[src/logic/brpe_pkg.sv]
// Summary of operation
// Start address is word aligned, bits 11:8 in high register, 7:2 in low.
// Software programs address, then count, then writes a start bit.
// Address and count registers advance with a control bit 6 read while busy.
// Software leaves address and count alone until done is set.
// Control bit 7 reads the wrapper area into bytes 00-1E, then self-clears.
// Control bit 6 reads count bytes from address, sets done, self-clears.
// Both start bits together run only the wrapper area read.
// Software never programs a byte count above 32.
// Address, control and count registers reset to zero.
// Bytes land in result registers in order from byte 00.
// Lock key unlocks configuration writes only while it holds 56h.
// Reserved bits in control, address and count ignore writes, read zero.
package brpe_pkg;
    localparam int          BUS_AW       = 8;
    localparam int          BUS_DW       = 8;
    localparam int          RAM_AW       = 12;
    localparam int          RES_DEPTH    = 32;
    localparam int          RES_IW       = 5;
    localparam int          CNT_W        = 6;

    localparam logic [7:0]  OFS_RES_BASE = 8'hc0;
    localparam logic [7:0]  OFS_ADDR_HI  = 8'he0;
    localparam logic [7:0]  OFS_ADDR_LO  = 8'he1;
    localparam logic [7:0]  OFS_CONTROL  = 8'he2;
    localparam logic [7:0]  OFS_COUNT    = 8'he3;
    localparam logic [7:0]  OFS_STATUS   = 8'he8;
    localparam logic [7:0]  OFS_LOCK_KEY = 8'heb;

    localparam int          CTRL_WRAP_BIT = 7;
    localparam int          CTRL_ADDR_BIT = 6;
    localparam int          STAT_DONE_BIT = 0;
    localparam logic [7:0]  MASK_ADDR_HI = 8'h0f;
    localparam logic [7:0]  MASK_ADDR_LO = 8'hfc;
    localparam logic [7:0]  MASK_COUNT   = 8'h3f;

    localparam logic [7:0]  RST_REG      = 8'h00;
    localparam logic [7:0]  RST_LOCK_KEY = 8'h56;
    localparam logic [7:0]  KEY_UNLOCK   = 8'h56;
    localparam logic [CNT_W-1:0] WRAP_LEN = 6'h1f;
    localparam logic [RAM_AW-1:0] WRAP_BASE_DEF = 12'h000;

    typedef enum logic [1:0] {
        BRPE_IDLE,
        BRPE_FETCH,
        BRPE_STORE
    } brpe_state_t;
endpackage

[src/logic/brpe_result_mem.sv]
`timescale 1ns/1ps
module brpe_result_mem #(
    parameter int W  = 8,
    parameter int D  = 32,
    parameter int AW = 5
) (
    input  wire logic          clk,    // Core clock
    input  wire logic          arst_n, // Async reset, active low
    input  wire logic          we,     // Write enable
    input  wire logic [AW-1:0] waddr,  // Write index
    input  wire logic [W-1:0]  wdata,  // Write data
    input  wire logic          re,     // Read enable
    input  wire logic [AW-1:0] raddr,  // Read index
    output logic      [W-1:0]  rdata   // Registered read data
);
    logic [W-1:0] mem [D];

    always_ff @(posedge clk) begin
        if (we) begin
            mem[waddr] <= wdata;
        end
    end

    always_ff @(posedge clk or negedge arst_n) begin
        if (!arst_n) begin
            rdata <= '0;
        end else if (re) begin
            rdata <= mem[raddr];
        end
    end
endmodule // brpe_result_mem

[src/logic/brpe_top.sv]
// The plain strobed port is this design's own decision.
`timescale 1ns/1ps
module brpe_top #(
    parameter logic [brpe_pkg::RAM_AW-1:0] WRAP_BASE = brpe_pkg::WRAP_BASE_DEF
) (
    input  wire logic                        core_clk,    // 250 MHz core clock
    input  wire logic                        arst_n,      // Async reset, active low
    input  wire logic [brpe_pkg::BUS_AW-1:0] reg_addr,    // Register address
    input  wire logic [brpe_pkg::BUS_DW-1:0] reg_wdata,   // Register write data
    input  wire logic                        reg_wr,      // Write strobe
    input  wire logic                        reg_rd,      // Read strobe
    output logic      [brpe_pkg::BUS_DW-1:0] reg_rdata,   // Read data, cycle after strobe
    output logic                             ram_rd_en,   // Buffer RAM read enable
    output logic      [brpe_pkg::RAM_AW-1:0] ram_rd_addr, // Buffer RAM byte address
    input  wire logic [7:0]                  ram_rd_data, // Buffer RAM data, one cycle later
    output logic                             cfg_unlock,  // Configuration writes allowed
    output logic                             peek_busy    // Engine running
);
    import brpe_pkg::*;

    brpe_state_t       state_r;
    logic [9:0]        addr_word_r;
    logic [CNT_W-1:0]  count_r;
    logic              wrap_go_r;
    logic              addr_go_r;
    logic              done_r;
    logic [7:0]        key_r;
    logic [RAM_AW-1:0] ptr_r;
    logic [CNT_W-1:0]  rem_r;
    logic [RES_IW-1:0] idx_r;
    logic              wrap_mode_r;
    logic              sel_mem_r;
    logic [7:0]        other_q_r;
    logic [7:0]        mem_q;

    logic              wr_ctrl;
    logic              start;
    logic              start_wrap;
    logic [RAM_AW-1:0] start_ptr;
    logic [CNT_W-1:0]  start_len;
    logic              store;
    logic              finish;
    logic [RAM_AW-1:0] ptr_inc;
    logic              in_result;

    function automatic logic [7:0] reg_view(input logic [7:0] a,
                                            input logic [9:0] aw,
                                            input logic [CNT_W-1:0] cnt,
                                            input logic gw, input logic ga,
                                            input logic dn, input logic [7:0] key);
        logic [7:0] v;
        v = 8'h00;
        unique case (a)
            OFS_ADDR_HI:  v = {4'h0, aw[9:6]};
            OFS_ADDR_LO:  v = {aw[5:0], 2'h0};
            OFS_CONTROL:  v = {gw, ga, 6'h00};
            OFS_COUNT:    v = {2'h0, cnt};
            OFS_STATUS:   v = {7'h00, dn};
            OFS_LOCK_KEY: v = key;
            default:      v = 8'h00;
        endcase
        return v;
    endfunction

    assign wr_ctrl    = reg_wr && (reg_addr == OFS_CONTROL);
    assign start      = wr_ctrl && (state_r == BRPE_IDLE)
                        && (reg_wdata[CTRL_WRAP_BIT] || reg_wdata[CTRL_ADDR_BIT]);
    assign start_wrap = reg_wdata[CTRL_WRAP_BIT];
    assign start_ptr  = start_wrap ? WRAP_BASE : {addr_word_r, 2'h0};
    assign start_len  = start_wrap ? WRAP_LEN : count_r;
    assign store      = (state_r == BRPE_STORE);
    assign finish     = (store && (rem_r == 6'h01)) || (start && (start_len == '0));
    assign ptr_inc    = ptr_r + 12'h001;
    assign in_result  = (reg_addr[7:5] == OFS_RES_BASE[7:5]);

    // Engine sequencing: one RAM read issued, data captured the next cycle
    always_ff @(posedge core_clk or negedge arst_n) begin
        if (!arst_n) begin
            state_r     <= BRPE_IDLE;
            ptr_r       <= '0;
            rem_r       <= '0;
            idx_r       <= '0;
            wrap_mode_r <= 1'b0;
            ram_rd_en   <= 1'b0;
            ram_rd_addr <= '0;
        end else begin
            unique case (state_r)
                BRPE_IDLE: begin
                    if (start && (start_len != '0)) begin
                        state_r     <= BRPE_FETCH;
                        ptr_r       <= start_ptr;
                        rem_r       <= start_len;
                        idx_r       <= '0;
                        wrap_mode_r <= start_wrap;
                        ram_rd_en   <= 1'b1;
                        ram_rd_addr <= start_ptr;
                    end
                end
                BRPE_FETCH: begin
                    state_r   <= BRPE_STORE;
                    ram_rd_en <= 1'b0;
                end
                BRPE_STORE: begin
                    ptr_r <= ptr_inc;
                    rem_r <= rem_r - 6'h01;
                    idx_r <= idx_r + 5'h01;
                    if (rem_r == 6'h01) begin
                        state_r <= BRPE_IDLE;
                    end else begin
                        state_r     <= BRPE_FETCH;
                        ram_rd_en   <= 1'b1;
                        ram_rd_addr <= ptr_inc;
                    end
                end
            endcase
        end
    end

    // Start address: software writes when idle, engine advances it during control bit 6 reads
    always_ff @(posedge core_clk or negedge arst_n) begin
        if (!arst_n) begin
            addr_word_r <= {RST_REG[3:0], RST_REG[7:2]};
        end else if (store && !wrap_mode_r) begin
            addr_word_r <= ptr_inc[11:2];
        end else if (reg_wr && (reg_addr == OFS_ADDR_HI)) begin
            addr_word_r[9:6] <= reg_wdata[3:0] & MASK_ADDR_HI[3:0];
        end else if (reg_wr && (reg_addr == OFS_ADDR_LO)) begin
            addr_word_r[5:0] <= reg_wdata[7:2] & MASK_ADDR_LO[7:2];
        end
    end

    // Byte count: software writes when idle, engine counts it down during control bit 6 reads
    always_ff @(posedge core_clk or negedge arst_n) begin
        if (!arst_n) begin
            count_r <= RST_REG[CNT_W-1:0];
        end else if (store && !wrap_mode_r) begin
            count_r <= rem_r - 6'h01;
        end else if (reg_wr && (reg_addr == OFS_COUNT)) begin
            count_r <= reg_wdata[CNT_W-1:0] & MASK_COUNT[CNT_W-1:0];
        end
    end

    // Start bits stand while the engine runs and clear on completion
    always_ff @(posedge core_clk or negedge arst_n) begin
        if (!arst_n) begin
            wrap_go_r <= 1'b0;
            addr_go_r <= 1'b0;
        end else if (finish) begin
            wrap_go_r <= 1'b0;
            addr_go_r <= 1'b0;
        end else if (start) begin
            wrap_go_r <= start_wrap;
            addr_go_r <= !start_wrap;
        end
    end

    // Done flag: write 1 clears, a completion in the same cycle wins
    always_ff @(posedge core_clk or negedge arst_n) begin
        if (!arst_n) begin
            done_r <= 1'b0;
        end else if (finish) begin
            done_r <= 1'b1;
        end else if (reg_wr && (reg_addr == OFS_STATUS) && reg_wdata[STAT_DONE_BIT]) begin
            done_r <= 1'b0;
        end
    end

    // Lock key and the unlock level it drives
    always_ff @(posedge core_clk or negedge arst_n) begin
        if (!arst_n) begin
            key_r      <= RST_LOCK_KEY;
            cfg_unlock <= 1'b1;
        end else if (reg_wr && (reg_addr == OFS_LOCK_KEY)) begin
            key_r      <= reg_wdata;
            cfg_unlock <= (reg_wdata == KEY_UNLOCK);
        end
    end

    always_ff @(posedge core_clk or negedge arst_n) begin
        if (!arst_n) begin
            peek_busy <= 1'b0;
        end else if (finish) begin
            peek_busy <= 1'b0;
        end else if (start) begin
            peek_busy <= 1'b1;
        end
    end

    // Read path: result bytes come from the memory register, others from here
    always_ff @(posedge core_clk or negedge arst_n) begin
        if (!arst_n) begin
            sel_mem_r <= 1'b0;
            other_q_r <= 8'h00;
        end else if (reg_rd) begin
            sel_mem_r <= in_result;
            other_q_r <= reg_view(reg_addr, addr_word_r, count_r, wrap_go_r,
                                  addr_go_r, done_r, key_r);
        end
    end

    assign reg_rdata = sel_mem_r ? mem_q : other_q_r;

    brpe_result_mem #(
        .W  (8),
        .D  (RES_DEPTH),
        .AW (RES_IW)
    ) u_result (
        .clk    (core_clk),
        .arst_n (arst_n),
        .we     (store),
        .waddr  (idx_r),
        .wdata  (ram_rd_data),
        .re     (reg_rd && in_result),
        .raddr  (reg_addr[RES_IW-1:0]),
        .rdata  (mem_q)
    );
endmodule // brpe_top

[config.mk]
export PLATFORM = sky130hd
export DESIGN_NAME = brpe_top
export DESIGN_NICKNAME = d
export VERILOG_FILES = /design/src/logic/brpe_pkg.sv /design/src/logic/brpe_result_mem.sv /design/src/logic/brpe_top.sv
export SDC_FILE = /design/constraint.sdc
export NUM_CORES = 1
export LEC_CHECK = 0
export BUFFER_PORTS_ARGS = -buffer_cell sky130_fd_sc_hd__buf_2
export CAP_MARGIN = 20
export CORE_UTILIZATION = 55
export CTS_CLUSTER_SIZE = 12
export DETAILED_ROUTE_END_ITERATION = 10
export PLACE_DENSITY = 0.83
export SLEW_MARGIN = 20
export SYNTH_ARGS = -nofsm -noshare
export SYNTH_HDL_FRONTEND = slang
export SYNTH_SLANG_ARGS = --single-unit
[constraint.sdc]
create_clock -name core_clk -period 3.15 [get_ports core_clk]
set_clock_uncertainty 0.1 [all_clocks]
set_input_delay 0.1575 -clock core_clk [delete_from_list [all_inputs] [get_ports core_clk]]
set_output_delay 0.1575 -clock core_clk [all_outputs]
set_load 0.05 [all_outputs]
==> results.json <==
{
  "post_cts.repair.setup_buffers": 0,
  "antenna_found_initial": 2,
  "nets": 960,
  "numPortBuffers": 50,
  "vias": 8236,
  "die_h_um": 162,
  "ys.warnings.count": 0,
  "core_region_area_um2": 25300,
  "grt_pass1_vias": 8319,
  "first_pass_iters": 5,
  "pwr-share-clk": 0.346,
  "num_rows": 58,
  "mostFrequentLayoutCell": "edfxtp_1",
  "yosysUniqueCellTypes": 62,
  "clock_path_buffers": 3,
  "p_int_mw": 7.98,
  "synth-async-reset-ratio": 0.249,
  "crit_required_ns": 3.19,
  "syn_inst": 858,
  "syn_to_final_growth_pct": 12.2,
  "grt_max_degree": 86,
  "gr-total-overflow": 0,
  "fin_crit_sh": 0.790,
  "hold_violations": 0,
  "endpoint_kind": "register",
  "vias_per_cell": 6.45,
  "avgSynthCellArea_um2": 16.5,
  "worstMarginPinSlew_ns": 0.849,
  "drcViolationCount": 0,
  "irDropWorstVdd_v": 0.000483,
  "startpoint_type": "register",
  "p_sw_mw": 3.07,
  "synth_top_area_frac": 0.543,
  "boundaryPins": 51,
  "clock_latency_ns": 0.52,
  "clock-sinks": 341,
  "rsz0062_at_grt": "no",
  "htreeDepth": 2,
  "grt_util_all_layers": 0.251,
  "status": "finished, final reports clean",
  "yosys-top-cells-area": "edfxtp_1 54%, dfrtp_1 14%, mux4_2 10%",
  "maxCapViolCount": 0,
  "min_period_ns": 2.49,
  "path_max_fanout": 10,
  "synth_ff_type": "edfxtp_1",
  "start_util": 0.561,
  "die-area_um2": 26400,
  "cts_tree": "built",
  "arrival_ns": 2.53,
  "yosys.area.top_type": "edfxtp_1",
  "netlist_area_um2": 14200,
  "synth_nets": 893,
  "p_per_area_nw_per_um2": 695,
  "antenna_left": 0,
  "total_power_mw": 11.0,
  "max_freq_ghz": 0.402,
  "routed_wl_mm": 32.0,
  "holdBufCountCts": 11,
  "path_class": "register to register",
  "fin_setup_tns_ns": 0,
  "relSlewSlack": 0.432,
  "drt_iter0_drc": 1068,
  "seq_power_share": 0.509,
  "grt_pass1_wl_mm": 48.8,
  "clk_pin_slew_ns": 0.06,
  "dp_hpwl_mm": 19.6,
  "synth_edf_count": 256,
  "root_buffer": "clkbuf_16",
  "maxSlewViolCount": 0,
  "fp.dieW_um": 162,
  "final_cell_mix": "256 x edfxtp_1, 80 x dfrtp_1, 64 x mux4_2",
  "wl_per_cell_um": 25.1,
  "hold_slack_ns": 0.0439,
  "globalplace.congestion": 0.874,
  "total_leakage_power_nw": 5.63,
  "ctsResizeCount": 0,
  "netSwitchingFraction": 0.278,
  "cts_made_buffers": 35,
  "hold_path.class": "input port to register",
  "drive_gt1_frac": 0.218,
  "finalSetupViolCount": 0,
  "ys_ff_latch": 341,
  "p_comb_frac": 0.145,
  "ys_seq_area_frac": 0.693
}
==> per-layer routing <==
layer	track usage	part of all wire	vias to the layer above
met4	0.0789	0.027	0
met1	0.341	0.40	4227
met2	0.413	0.49	426
met5	0	0	-
li1	-	-	3515
met3	0.0451	0.079	68
==> through the flow <==
step / instances / setup WS, ns / cell area, um2 / util
2_1_floorplan: 858 / 1.01 / 14200 / -
3_3_place_gp: 1207 / 0.767 / 14700 / 0.584
3_5_place_dp: 1207 / 0.701 / 14700 / 0.584
4_1_cts: 1275 / 0.674 / 15900 / 0.629
5_1_grt: 1275 / 0.519 / 15900 / 0.629
6_report: 1276 / 0.662 / 15900 / 0.630
==> kinds of logic after synthesis <==
kind of cell    after synthesis  share of synthesized area
fa+ha+maj                     7                    0.00618
xor+xnor                     16                    0.00989
compound gates              131                     0.0631
buf+inv                      62                     0.0204
simple gates                187                     0.0685
mux                         114                      0.139
flops                       341                      0.693
==> state kept, by name, summed over array words and instances, names as in the netlist <==
signal and count:
u_result.mem 256, ptr_r 12, ram_rd_addr 12, addr_word_r 10
key_r 8, other_q_r 8, u_result.rdata 8, count_r 6
rem_r 6, idx_r 5, state_r 2, addr_go_r 1
cfg_unlock 1, done_r 1, peek_busy 1, ram_rd_en 1
sel_mem_r 1, wrap_go_r 1, wrap_mode_r 1
==> final timing paths <==
path                              startpoint  cells after the start                 end  slack [ns]
setup reg to reg                  state_r[1]                      3  u_result.mem[3][4]        0.66
max in group asynchronous             arst_n                      2      ram_rd_addr[2]        2.26
hold reg to reg            u_result.rdata[2]                      2   u_result.rdata[2]        0.38
setup / recovery                  state_r[1]                      3  u_result.mem[3][4]        0.66
hold / removal                  reg_wdata[7]                      3            rem_r[1]        0.04
min in group asynchronous             arst_n                      2   u_result.rdata[1]        0.15
==> area by class of cell <==
type	instances	area [um2]
sequential	341	9820
fill	1731	9360
multi-input combinational	455	4060
clock buffer	51	946
timing repair buffer	74	502
tap	330	413
clock inverter	6	92.6
inverter	18	67.6
antenna	1	2.50
==> cell usage after synthesis, drive strengths merged (4+ instances only) <==
| library cell | number |
|---|---|
| a21oi | 7 |
| nand4 | 9 |
| clkbuf | 23 |
| nor2b | 8 |
| nand2 | 54 |
| mux4 | 64 |
| or4 | 9 |
| a22o | 8 |
| or3 | 4 |
| o22ai | 39 |
| dfstp | 5 |
| xnor2 | 4 |
| xor2 | 12 |
| buf | 21 |
| nand3 | 19 |
| and3 | 5 |
| o21ai | 38 |
| mux2i | 33 |
| o2bb2ai | 4 |
| nand2b | 8 |
| a22oi | 10 |
| nand3b | 5 |
| inv | 18 |
| mux2 | 17 |
| edfxtp | 256 |
| nor2 | 54 |
| ha | 7 |
| dfrtp | 80 |
==> power by group through the flow <==
stage / combinational [mW] / clock, mW / sequential [mW]
final: 1.60 / 3.83 / 5.62
after global placement: 1.54 / 0 / 5.67
after floorplan: 0.922 / 0 / 5.81
after global routing: 1.74 / 4.05 / 5.66
after detailed placement: 1.58 / 0 / 5.68
after CTS: 1.60 / 3.86 / 5.61
==> critical path, cell delays in order (launching register included) <==
cell and delay, ns:
dfrtp_1 0.42, nor2b_1 0.46, nand2_1 0.41, nor2_1 0.73
No activity file was read; power rests on OpenSTA's default activity.
